File: src/include/mdr_pkg.sv
// shared constants and types for the motor diagnostics readback block
package mdr_pkg;

  // read-only register byte addresses
  localparam logic [7:0] ADDR_STATE_FLAGS = 8'h10;
  localparam logic [7:0] ADDR_SPEED_HIGH = 8'h11;
  localparam logic [7:0] ADDR_SPEED_LOW = 8'h12;
  localparam logic [7:0] ADDR_PERIOD_HIGH = 8'h13;
  localparam logic [7:0] ADDR_PERIOD_LOW = 8'h14;
  localparam logic [7:0] ADDR_EMF_HIGH = 8'h15;
  localparam logic [7:0] ADDR_EMF_LOW = 8'h16;
  localparam logic [7:0] ADDR_START_POS = 8'h19;
  localparam logic [7:0] ADDR_SUPPLY = 8'h1A;
  localparam logic [7:0] ADDR_INPUT_CMD = 8'h1B;
  localparam logic [7:0] ADDR_OUTPUT_DUTY = 8'h1C;

  // flag positions inside the state flags register; bits 3:0 read zero
  localparam int FLAG_THERMAL_BIT = 7;
  localparam int FLAG_SLEEP_BIT = 6;
  localparam int FLAG_CURRENT_BIT = 5;
  localparam int FLAG_STUCK_BIT = 4;

  // reset values and the saturated word value
  localparam logic [7:0] RESET_BYTE = 8'h00;
  localparam logic [15:0] RESET_WORD = 16'h0000;
  localparam logic [15:0] WORD_SATURATED = 16'hFFFF;

  // timing: clock period and the 10 us period unit
  localparam int CLK_PERIOD_PS = 4000;
  localparam int PERIOD_UNIT_US = 10;
  localparam int PERIOD_UNIT_CYCLES = PERIOD_UNIT_US * 1000000 / CLK_PERIOD_PS;

  // speed word is ten times hertz, so speed = scale / (period in units)
  localparam int SPEED_SCALE = 10;
  localparam int SPEED_NUM = SPEED_SCALE * 1000000 / PERIOD_UNIT_US;
  localparam int DIV_STEPS = 20;

  // lock-off retry delay default, in microseconds
  localparam int LOCK_OFF_US_DFLT = 100;

  // start position codes for the six 60 degree sectors, 0 to 300 degrees
  localparam logic [7:0] SECTOR_CODE [6] = '{8'h00, 8'h2B, 8'h55, 8'h80, 8'hAB, 8'hD5};

  // open-loop tach select encoding; the fourth value behaves like drive
  typedef enum logic [1:0] {
    TACH_SEL_DRIVE,
    TACH_SEL_HIGH,
    TACH_SEL_FIRST,
    TACH_SEL_RSVD
  } mdr_tach_sel_e;

  // speed command source
  typedef enum logic [1:0] {
    CMD_SRC_PWM,
    CMD_SRC_ANALOG,
    CMD_SRC_SERIAL
  } mdr_cmd_src_e;

  typedef enum logic {
    LK_RUN,
    LK_HIZ
  } mdr_lock_e;

  // status inputs from the protection logic
  typedef struct packed {
    logic thermal;
    logic sleep;
    logic current;
    logic stuck;
  } mdr_flags_s;

  // events that move the tach output
  typedef struct packed {
    logic open_loop;
    logic drive_toggle;
    logic meas_toggle;
  } mdr_tach_ev_s;

endpackage : mdr_pkg

File: src/rtl/mdr_tach_ctrl.sv
`timescale 1ns/1ns
// tach output generation for open loop, closed loop and lock
module mdr_tach_ctrl
  import mdr_pkg::*;
(
  input wire logic ref_clk, // core clock
  input wire logic rst_n, // async reset, active low
  input wire mdr_tach_ev_s tach_ev, // open-loop level and toggle pulses
  input wire logic locked, // rotor stuck condition present
  input wire logic [1:0] openloop_tach_select, // open-loop tach option
  output logic tach_out // tach output pin
);

  logic tach_r;
  logic tach_nxt;
  logic first_done_r;
  logic open_loop_d_r;
  wire open_loop_end;
  wire sel_hold;
  wire hold_high;
  wire toggle;

  // the first open-loop start since power-on ends when open loop falls
  assign open_loop_end = open_loop_d_r & ~tach_ev.open_loop;

  // options 1 and 2-after-first-start hold high; value 3 falls to drive
  assign sel_hold = (openloop_tach_select == TACH_SEL_HIGH)
    | ((openloop_tach_select == TACH_SEL_FIRST) & first_done_r);
  assign hold_high = locked | (tach_ev.open_loop & sel_hold);
  // open loop follows commanded drive frequency, closed loop the rotor
  assign toggle = tach_ev.open_loop ? tach_ev.drive_toggle : tach_ev.meas_toggle;
  assign tach_nxt = hold_high ? 1'b1 : (toggle ? ~tach_r : tach_r);

  // first start memory lasts until the next power-on reset
  always_ff @(posedge ref_clk or negedge rst_n)
  begin
    if (!rst_n)
    begin
      tach_r <= 1'b1;
      first_done_r <= 1'b0;
      open_loop_d_r <= 1'b0;
    end
    else
    begin
      tach_r <= tach_nxt;
      first_done_r <= first_done_r | open_loop_end;
      open_loop_d_r <= tach_ev.open_loop;
    end
  end

  assign tach_out = tach_r;

endmodule : mdr_tach_ctrl

File: src/rtl/mdr_diag_readback.sv
`timescale 1ns/1ns
module mdr_diag_readback
  import mdr_pkg::*;
#(
  parameter int LOCK_OFF_US = LOCK_OFF_US_DFLT
)
(
  input wire logic ref_clk, // core clock, 250 MHz
  input wire logic rst_n, // async reset, active low
  input wire logic rd_en, // one-cycle register read strobe
  input wire logic [7:0] rd_addr, // register byte address
  output logic [7:0] rd_data, // read data, valid with rd_valid
  output logic rd_valid, // one-cycle read answer
  input wire mdr_flags_s flags_in, // protection status levels
  input wire logic lock_current_over, // lock current threshold exceeded
  output logic phases_hiz, // output phases tri-stated
  input wire logic motor_running, // motor is being driven
  input wire logic zc_u_rise, // phase u rising zero crossing pulse
  input wire logic zc_u_fall, // phase u falling zero crossing pulse
  input wire logic bemf_valid, // back-emf sample strobe
  input wire logic [15:0] bemf_sample, // back-emf sample, word-scaled
  input wire logic sense_done, // position sensing finished pulse
  input wire logic [2:0] sense_sector, // detected sector 0..5
  input wire logic [7:0] sense_adv, // advance angle code
  input wire logic supply_valid, // supply conversion strobe
  input wire logic [7:0] supply_code, // supply conversion result
  input wire logic [1:0] cmd_source, // speed input source
  input wire logic [7:0] pwm_duty_code, // speed from pwm duty
  input wire logic [7:0] analog_code, // speed from analog level
  input wire logic [7:0] serial_code, // speed from serial bus
  input wire logic [7:0] out_duty_code, // limited output duty
  input wire logic [1:0] openloop_tach_select, // open-loop tach option
  input wire mdr_tach_ev_s tach_ev, // tach events
  output logic tach_out // tach output pin
);

  localparam int LOCK_OFF_CYCLES = LOCK_OFF_US * 1000000 / CLK_PERIOD_PS;
  localparam int LW = $clog2(LOCK_OFF_CYCLES + 1);
  localparam int UW = $clog2(PERIOD_UNIT_CYCLES + 1);

  // lock-off retry state
  mdr_lock_e lock_st_r;
  mdr_lock_e lock_st_nxt;
  logic [LW-1:0] lock_cnt_r;
  logic stuck_r;
  logic hiz_r;

  // measurement state
  logic [UW-1:0] unit_cnt_r;
  logic [15:0] period_cnt_r;
  logic [15:0] period_r;
  logic [15:0] speed_r;
  logic [23:0] emf_acc_r;
  logic in_half_r;
  logic [15:0] emf_r;
  logic [7:0] position_r;
  logic [7:0] supply_r;
  logic [7:0] cmd_r;
  logic [7:0] duty_r;

  // divider state
  logic div_busy_r;
  logic [4:0] div_step_r;
  logic [19:0] div_dvd_r;
  logic [16:0] div_rem_r;
  logic [15:0] div_den_r;

  // read port state
  logic [7:0] shadow_r;
  logic [7:0] rd_data_r;
  logic rd_valid_r;

  // lock handling: float phases, keep flag until the retry
  wire lock_done = (lock_cnt_r == LW'(LOCK_OFF_CYCLES - 1));
  wire lock_enter = (lock_st_r == LK_RUN) & lock_current_over;

  always_comb
  begin
    lock_st_nxt = lock_st_r;
    case (lock_st_r)
      LK_RUN: if (lock_current_over) lock_st_nxt = LK_HIZ;
      LK_HIZ: if (lock_done) lock_st_nxt = LK_RUN;
      default: lock_st_nxt = LK_RUN;
    endcase
  end

  always_ff @(posedge ref_clk or negedge rst_n)
  begin
    if (!rst_n)
    begin
      lock_st_r <= LK_RUN;
      lock_cnt_r <= '0;
      stuck_r <= 1'b0;
      hiz_r <= 1'b0;
    end
    else
    begin
      lock_st_r <= lock_st_nxt;
      lock_cnt_r <= (lock_st_r == LK_HIZ) ? lock_cnt_r + 1'b1 : '0;
      stuck_r <= lock_enter | (stuck_r & ~((lock_st_r == LK_HIZ) & lock_done));
      hiz_r <= (lock_st_nxt == LK_HIZ);
    end
  end

  wire locked = stuck_r | flags_in.stuck;

  // period count in 10 us units, saturating so a slow rotor reads full scale
  wire unit_tick = (unit_cnt_r == UW'(PERIOD_UNIT_CYCLES - 1));
  wire capture = zc_u_rise & motor_running;
  wire period_sat = (period_cnt_r == WORD_SATURATED);

  always_ff @(posedge ref_clk or negedge rst_n)
  begin
    if (!rst_n)
    begin
      unit_cnt_r <= '0;
      period_cnt_r <= RESET_WORD;
      period_r <= RESET_WORD;
    end
    else
    begin
      unit_cnt_r <= (zc_u_rise | unit_tick) ? '0 : unit_cnt_r + 1'b1;
      if (zc_u_rise)
        period_cnt_r <= RESET_WORD;
      else if (unit_tick & ~period_sat)
        period_cnt_r <= period_cnt_r + 16'h0001;
      if (capture & (period_cnt_r != RESET_WORD))
        period_r <= period_cnt_r;
    end
  end

  // speed = scale / period by a restoring divider, one bit per cycle;
  // a crossing during a division restarts it with the newer period
  wire div_start = capture & (period_cnt_r != RESET_WORD);
  wire [16:0] div_trial = {div_rem_r[15:0], div_dvd_r[19]};
  wire div_fits = (div_trial >= {1'b0, div_den_r});
  wire [16:0] div_rem_nxt = div_fits ? div_trial - {1'b0, div_den_r} : div_trial;
  wire [19:0] div_q_nxt = {div_dvd_r[18:0], div_fits};
  wire div_last = (div_step_r == 5'(DIV_STEPS - 1));
  wire [15:0] speed_nxt = (div_q_nxt[19:16] != 4'h0) ? WORD_SATURATED : div_q_nxt[15:0];

  always_ff @(posedge ref_clk or negedge rst_n)
  begin
    if (!rst_n)
    begin
      div_busy_r <= 1'b0;
      div_step_r <= 5'h00;
      div_dvd_r <= 20'h00000;
      div_rem_r <= 17'h00000;
      div_den_r <= RESET_WORD;
      speed_r <= RESET_WORD;
    end
    else if (div_start)
    begin
      div_busy_r <= 1'b1;
      div_step_r <= 5'h00;
      div_dvd_r <= 20'(SPEED_NUM);
      div_rem_r <= 17'h00000;
      div_den_r <= period_cnt_r;
    end
    else if (div_busy_r)
    begin
      div_step_r <= div_step_r + 5'h01;
      div_dvd_r <= div_q_nxt;
      div_rem_r <= div_rem_nxt;
      div_busy_r <= ~div_last;
      if (div_last)
        speed_r <= speed_nxt;
    end
  end

  // emf integrated from rising to falling crossing, stored once per cycle
  wire [23:0] emf_sum = emf_acc_r + {8'h00, bemf_sample};
  wire [15:0] emf_word = (emf_acc_r[23:16] != 8'h00) ? WORD_SATURATED : emf_acc_r[15:0];

  always_ff @(posedge ref_clk or negedge rst_n)
  begin
    if (!rst_n)
    begin
      emf_acc_r <= 24'h000000;
      in_half_r <= 1'b0;
      emf_r <= RESET_WORD;
    end
    else
    begin
      if (zc_u_rise)
        emf_acc_r <= 24'h000000;
      else if (bemf_valid & in_half_r)
        emf_acc_r <= emf_sum;
      in_half_r <= zc_u_rise | (in_half_r & ~zc_u_fall);
      if (zc_u_fall & in_half_r & motor_running)
        emf_r <= emf_word;
    end
  end

  // position code, supply level and speed commands
  wire [2:0] sector_idx = (sense_sector > 3'h5) ? 3'h5 : sense_sector;
  wire [7:0] position_nxt = SECTOR_CODE[sector_idx] + sense_adv;
  wire [7:0] cmd_nxt = (cmd_source == CMD_SRC_ANALOG) ? analog_code :
    (cmd_source == CMD_SRC_SERIAL) ? serial_code : pwm_duty_code;

  always_ff @(posedge ref_clk or negedge rst_n)
  begin
    if (!rst_n)
    begin
      position_r <= RESET_BYTE;
      supply_r <= RESET_BYTE;
      cmd_r <= RESET_BYTE;
      duty_r <= RESET_BYTE;
    end
    else
    begin
      if (sense_done)
        position_r <= position_nxt;
      if (supply_valid & motor_running)
        supply_r <= supply_code;
      cmd_r <= cmd_nxt;
      duty_r <= out_duty_code;
    end
  end

  // register read decode; the low byte of a pair comes from the shadow
  wire [7:0] flags_byte;
  assign flags_byte[FLAG_THERMAL_BIT] = flags_in.thermal;
  assign flags_byte[FLAG_SLEEP_BIT] = flags_in.sleep;
  assign flags_byte[FLAG_CURRENT_BIT] = flags_in.current;
  assign flags_byte[FLAG_STUCK_BIT] = locked;
  assign flags_byte[3:0] = 4'h0;

  wire hit_spd_hi = (rd_addr == ADDR_SPEED_HIGH);
  wire hit_per_hi = (rd_addr == ADDR_PERIOD_HIGH);
  wire hit_emf_hi = (rd_addr == ADDR_EMF_HIGH);
  wire hit_high = hit_spd_hi | hit_per_hi | hit_emf_hi;
  wire hit_low = (rd_addr == ADDR_SPEED_LOW) | (rd_addr == ADDR_PERIOD_LOW)
    | (rd_addr == ADDR_EMF_LOW);
  wire [7:0] low_snap = hit_spd_hi ? speed_r[7:0] : hit_per_hi ? period_r[7:0] : emf_r[7:0];

  wire [7:0] rd_sel = (rd_addr == ADDR_STATE_FLAGS) ? flags_byte :
    hit_spd_hi ? speed_r[15:8] :
    hit_per_hi ? period_r[15:8] :
    hit_emf_hi ? emf_r[15:8] :
    hit_low ? shadow_r :
    (rd_addr == ADDR_START_POS) ? position_r :
    (rd_addr == ADDR_SUPPLY) ? supply_r :
    (rd_addr == ADDR_INPUT_CMD) ? cmd_r :
    (rd_addr == ADDR_OUTPUT_DUTY) ? duty_r : RESET_BYTE;

  // reads answer one cycle later; unmapped addresses read zero
  always_ff @(posedge ref_clk or negedge rst_n)
  begin
    if (!rst_n)
    begin
      shadow_r <= RESET_BYTE;
      rd_data_r <= RESET_BYTE;
      rd_valid_r <= 1'b0;
    end
    else
    begin
      if (rd_en & hit_high)
        shadow_r <= low_snap;
      if (rd_en)
        rd_data_r <= rd_sel;
      rd_valid_r <= rd_en;
    end
  end

  mdr_tach_ctrl u_tach (
    .ref_clk(ref_clk),
    .rst_n(rst_n),
    .tach_ev(tach_ev),
    .locked(locked),
    .openloop_tach_select(openloop_tach_select),
    .tach_out(tach_out)
  );

  assign rd_data = rd_data_r;
  assign rd_valid = rd_valid_r;
  assign phases_hiz = hiz_r;

endmodule : mdr_diag_readback

File: config.mk
export PLATFORM = sky130hd
export DESIGN_NAME = mdr_diag_readback
export DESIGN_NICKNAME = d
export VERILOG_FILES = /design/src/include/mdr_pkg.sv /design/src/rtl/mdr_tach_ctrl.sv /design/src/rtl/mdr_diag_readback.sv
export SDC_FILE = /design/constraint.sdc
export NUM_CORES = 1
export LEC_CHECK = 0
export ABC_AREA = 1
export CAP_MARGIN = 40
export CORE_UTILIZATION = 50
export DETAILED_ROUTE_END_ITERATION = 10
export DONT_BUFFER_PORTS = 1
export HOLD_SLACK_MARGIN = 0.12
export PLACE_DENSITY = 0.69
export REMOVE_ABC_BUFFERS = 1
export SYNTH_ARGS = -nofsm -noshare
export SYNTH_HDL_FRONTEND = slang
export SYNTH_SLANG_ARGS = --single-unit
File: constraint.sdc
create_clock -name ref_clk -period 3 [get_ports ref_clk]
set_clock_uncertainty 0.15 [all_clocks]
set_input_delay 0.3 -clock ref_clk [delete_from_list [all_inputs] [get_ports ref_clk]]
set_output_delay 0.3 -clock ref_clk [all_outputs]
set_load 0.02 [all_outputs]
Word level (Yosys, flattened, before mapping)
Memory sizes are Yosys's and may differ from the RTL's. Cells that the tools add are included.

Output and inout port bits: 11. ROM bits: 64. Register bits after elaboration: 212. Memories kept: 1.

Bitwise gates (word level): 35. Reductions and logical operators: 8. Muxes and demuxes: 39. $lt $le $gt $ge: 3. Equality and inequality tests: 19. Add/sub/neg operators: 7.

Memories: (name not given) (depth 8, width 8, read ports 1, clocked after Yosys merged registers in 0, wr ports 0, RTL line mdr_diag_readback.sv:198) `wire [7:0] position_nxt = SECTOR_CODE[sector_idx] + sense_adv;`.

Operators with widths (number): 8-bit two-way mux (15); 16-bit two-way mux (7); 8-bit by 5-bit equality test with 1-bit output (second input constant) (11); 24-bit two-way mux (2); 20-bit two-way mux (2); 24-bit by 16-bit adder with 24-bit output (1); 17-bit by 16-bit greater-or-equal comparator with 1-bit output (1); 16-bit by 1-bit adder with 16-bit output (second input constant) (1); 16-bit equality test (second input constant) (1); 16-bit nonzero test (1); 16-bit subtractor (1); 15-bit by 1-bit adder with 15-bit output (second input constant) (1); 1-bit AND (15); 15-bit equality test (second input constant) (1); 15-bit two-way mux (1); 12-bit by 1-bit adder with 12-bit output (second input constant) (1); 12-bit equality test (second input constant) (1); 12-bit two-way mux (1); 1-bit bitwise OR (11); 5-bit two-way mux (2); 8-bit adder (1); 1-bit inverter (8); 2-bit nonzero test (4); 8-bit nonzero test (1); other kinds (12) (20).

Longest topological paths before layout
Depth after elaboration: 10. Gate-level depth with buffers: 15. Gate-level depth less buffers: 14.

Modules after synthesis
A second synthesis with hierarchy kept.

Cell total of the unflattened synthesis: 1576. Area, all modules: 12169.2 µm².

By module, submodules not included: mdr_diag_readback (area each 12026.5 µm², cells each 1559, times used 1); mdr_tach_ctrl (area each 142.6 µm², cells each 17, times used 1).

Least setup slack after synthesis
Ideal clock, no wire load.

Kind: input to register. From: in sense_sector[1]. To: reg position_r[6]. Cell stages on the path: 13. Buffers on the path: 0. Setup time: 128 ps. Path slack: 501 ps. Arrival time: 2221 ps. Data required time: 2722 ps. Path through: inv_1 > o21ai_0 > ha_1 > or2_2 > ha_1 > fa_1 > nand3_1 > nand3_1 > nand2_1 > nand2_1 > a21oi_1 > xor2_1 > o21ai_0.

Word-level cells in the longest chain between the ends: 7.

Ends and longest elaborated chain: from (decl) (RTL line mdr_diag_readback.sv:23) `input wire logic [2:0] sense_sector,`; 3-bit > comparator (RTL line mdr_diag_readback.sv:197) `wire [2:0] sector_idx = (sense_sector > 3'h5) ? 3'h5 : sense_sector;`; 3-bit two-way mux (*) (RTL line mdr_diag_readback.sv:197); 3-bit inverter with 4-bit output (not written as such) (*) (RTL line mdr_diag_readback.sv:198); memory 8 x 8 bit (*); 8-bit two-way mux (not written as such) (*) (2 in series) (RTL line mdr_diag_readback.sv:198); 8-bit adder (*) (RTL line mdr_diag_readback.sv:198); to (signal assigned) (RTL line mdr_diag_readback.sv:214) `position_r <= position_nxt;`; to (decl) (RTL line mdr_diag_readback.sv:56) `logic [7:0] position_r;`.

Every way passes the cells marked *; elsewhere a longest branch is shown, timed or not. The select of a mux whose other input is x is not followed. A chain may end at the register's enable or synchronous reset.

Worst setup path after layout
From: reg u_tach.first_done_r. To: reg u_tach.tach_r (netlist: u_tach.tach_out).

Word-level cells in the longest chain between the ends: 5. Elaborated cells on any way between the ends: 6.

Ends and longest elaborated chain: from (decl) (RTL line mdr_tach_ctrl.sv:16) `logic first_done_r;`; from (signal assigned) (RTL line mdr_tach_ctrl.sv:46) `first_done_r <= first_done_r | open_loop_end;`; 1-bit AND (*) (RTL line mdr_tach_ctrl.sv:28) `| ((openloop_tach_select == TACH_SEL_FIRST) & first_done_r);`; 1-bit bitwise OR (*) (RTL line mdr_tach_ctrl.sv:28); 1-bit AND (*) (RTL line mdr_tach_ctrl.sv:29) `assign hold_high = locked | (tach_ev.open_loop & sel_hold);`; 1-bit bitwise OR (*) (RTL line mdr_tach_ctrl.sv:29); 1-bit two-way mux / 2-bit nonzero test (equally long branches); to (signal assigned) (RTL line mdr_tach_ctrl.sv:45) `tach_r <= tach_nxt;`; to (decl) (RTL line mdr_tach_ctrl.sv:14) `logic tach_r;`.

Every way passes the cells marked *; elsewhere a longest branch is shown, timed or not.

==> qor.csv <==
stage,metric,value,unit
status,status,finished with violations,
status,failed_checks,hold timing,
synthesis,synthFlopType,dfrtp_1,
die,row_count,56,
power_and_ir_drop,power.internal,6.78,mW
cts,clockBufferDepth,3,
synthesis,synth_seq_cells,212,
placed_design,dpl.hpwl,21300,microns
sta,worstMarginPinSlew,0.654,ns
cells_and_area,antennaDiodeCount,0,
placed_design,dp_worst_setup_slack,0.322,ns
cells_and_area,multi_input_area,0.00583,sq mm
placed_design,place_congestion,0.908,
sta,holdWs,-0.665,ns
cells_and_area,final_area,0.0141,sq mm
cells_and_area,final_nets,1808,
die,core,0.0235,sq mm
cells_and_area,layout-drive-gt1-share,5.41,%
sta,setup_tns,0,ns
drt,dr.pass1.iters,6,
setup_path,worstPathRequired,3.29,ns
cells_and_area,layout_common_cells,"376 x nand2_1, 211 x dfrtp_1, 188 x inv_1",
sta,fin_crit_sh,87.3,%
synthesis,netlist_instances,1582,
die,initial_utilization,51.2,%
power_and_ir_drop,p_leak,6.84,nW
cts,cts_buffers,24,
drt,num_vias,10800,
global_route,grt_pass1_vias,10300,
drt,antenna_left,0,
die,die_w,157,microns
synthesis,synth_cell_types,45,
cts,h-tree-depth,1,
cells_and_area,regArea,0.00531,sq mm
placed_design,port_buffers,0,
global_route,grtUsageTotal,25.3,%
setup_path,worstPathArrival,2.91,ns
global_route,grt-ovfl-total,0,
synthesis,async_flop_share,100,%
sta,min_period,2.62,ns
cells_and_area,nFillCells,2110,
die,ios,107,
cts,cts_tree,yes,
setup_path,reg2reg_from,u_tach.first_done_r$_DFF_PN0_,
cts,cts.sinks,212,
power_and_ir_drop,switching_power,3.73,mW
run,cap_violations,0,
power_and_ir_drop,power_density,748,mW/mm^2
drt,drc,0,
sta,fin_ws,0.380,ns
cells_and_area,final_common_cell,nand2_1,
placed_design,place_inst,1879,
sta,rsz0062_at_grt,false,
min_path,min-delay-path-class,in2async,
placed_design,place_area,0.0124,sq mm
cells_and_area,syn_to_final_growth,16.6,%
setup_path,path_class,reg2reg,
global_route,grt_max_degree,213,
cts,clk_pin_slew,0.06,ns
synthesis,ys_warn_count,0,
cells_and_area,final_cells,2001,
sta,maxSlewViolCount,0,
sta,fmax,382,MHz
global_route,grt_pass1_wl,50200,microns
drt,drt_iter0_markers,797,
sta,slew_headroom,56.3,%
setup_path,critPathLaunchType,flop,
synthesis,avgSynthCellArea,7.62,sq um
setup_path,crit_path_max_fanout,2,
global_route,antenna_found_initial,0,
sta,finalHoldViolations,212,
synthesis,synth_edf_count,0,
drt,finalWirelength,30700,microns
power_and_ir_drop,sw_frac_of_total,35.5,%
power_and_ir_drop,ir_drop,0.385,mV
cts,clk_latency,0.52,ns
synthesis,synth-seq-area-share,44.0,%
power_and_ir_drop,pwr-share-clk,30.1,%
synthesis,syn-cell-area,0.0121,sq mm
cts,cts-root-buf,clkbuf_16,
die,die_height,157,microns
power_and_ir_drop,p_comb_share,32.5,%
setup_path,crit_start,u_tach.first_done_r$_DFF_PN0_,
die,dieArea,0.0247,sq mm
sta,setup_violations,0,
setup_path,cp-end-kind,flop,
cts,hold_buffers,78,
drt,via_per_inst,5.38,
drt,routedWlPerCell,15.3,microns
power_and_ir_drop,seqPwrFrac,37.4,%
[state kept, by name, summed over array words and instances, names as in the netlist, 12 cells and up]
signal        flops
div_den_r        16
div_dvd_r        20
div_rem_r        16
emf_acc_r        24
emf_r            16
lock_cnt_r       15
period_cnt_r     16
speed_r          16
unit_cnt_r       12
[critical path, stage by stage (launching register included)]
cell,delay [ns]
dfrtp_1,0.38
a21o_1,0.17
dlygate4sd3_1,0.55
a21oi_1,0.11
dlygate4sd3_1,0.56
nand2_1,0.05
dlygate4sd3_1,0.55
[synth_stat cells, drive strengths merged, types with 3 or more instances]
cell / number / area (sq um)
a31oi: 9 / 56.3
nand2: 381 / 1450
o21ai: 117 / 608
clkbuf: 22 / 82.6
o211ai: 9 / 67.6
nor2: 187 / 702
xnor2: 9 / 78.8
nand3: 131 / 661
o22ai: 20 / 125
buf: 15 / 101
o21bai: 4 / 30.0
nand4: 31 / 194
clkinv: 3 / 11.3
ha: 45 / 563
inv: 194 / 728
nor4: 12 / 75.1
xor2: 20 / 175
a22oi: 8 / 60.1
o21a: 7 / 52.6
a2bb2oi: 8 / 70.1
a21oi: 81 / 405
fa: 3 / 60.1
nor3: 27 / 151
nand3b: 7 / 52.6
mux2: 8 / 90.1
dfrtp: 211 / 5280
[power groups by stage]
stage	clock network (mW)	registers, mW	logic (mW)
2_1_floorplan	0	3.82	2.55
3_3_place_gp	0	3.95	3.22
3_5_place_dp	0	3.96	3.27
4_1_cts	3.22	3.92	3.39
5_1_grt	3.34	4.00	3.95
6_report	3.16	3.93	3.42
[cells by family (layout without fill, tap and decap cells)]
logic type               count (synthesis)  after routing  share of synthesized area, %
flip-flops                             212            212                          44.0
multiplexers                             8              8                         0.748
buffers and inverters                  234            334                          7.66
AND/OR/NAND/NOR                        785            785                          27.7
adder cells (fa/ha/maj)                 48             48                          5.17
AO/OA/AOI/OAI                          266            266                          12.5
XOR/XNOR                                29             29                          2.11
[area by class of cell]
cell class                 count  share of cell area (%)
sequential                   212                    37.8
clock buffer                  32                    4.91
tap                          319                    2.84
clock inverter                12                    1.31
inverter                     197                    5.26
timing repair buffer          93                    6.45
multi-input combinational   1136                    41.5
[per-stage QoR]
stage	power (mW)	hold WS, ns	utilization (%)
after floorplan	6.36	-0.146	-
after detailed placement	7.23	-0.131	52.7
final	10.5	-0.665	59.7
after CTS	10.5	-0.687	59.7
after global placement	7.16	-0.132	52.7
after global routing	11.3	-0.694	59.7
[per-layer routing]
| layer | up-vias | global-route usage [%] | share of wire, % |
|---|---|---|---|
| met5 | - | 0 | 0 |
| met4 | 0 | 8.09 | 2.7 |
| met3 | 64 | 3.74 | 5.5 |
| met2 | 310 | 42.4 | 46 |
| met1 | 5002 | 33.6 | 46 |
| li1 | 5382 | - | - |
[path summary, 6_finish.rpt]
path	slack, ns	cells past startpoint	to
max	0.38	6	u_tach.tach_out$_DFFE_PN1P_
min	-0.66	0	div_rem_r[10]$_DFFE_PN0P_
max reg2reg	0.38	6	u_tach.tach_out$_DFFE_PN1P_
min reg2reg	0.30	1	unit_cnt_r[0]$_DFF_PN0_
max in group asynchronous	2.97	0	period_cnt_r[8]$_DFFE_PN0P_
min in group ref_clk	0.14	4	emf_acc_r[4]$_DFFE_PN0P_
[timing repair]
item	CTS	global route
buffers inserted	0	0
endpoints found under the hold margin	303	212
gates resized for setup	0	0
endpoints found under the setup margin	0	0
(Power assumes the default switching activity.)
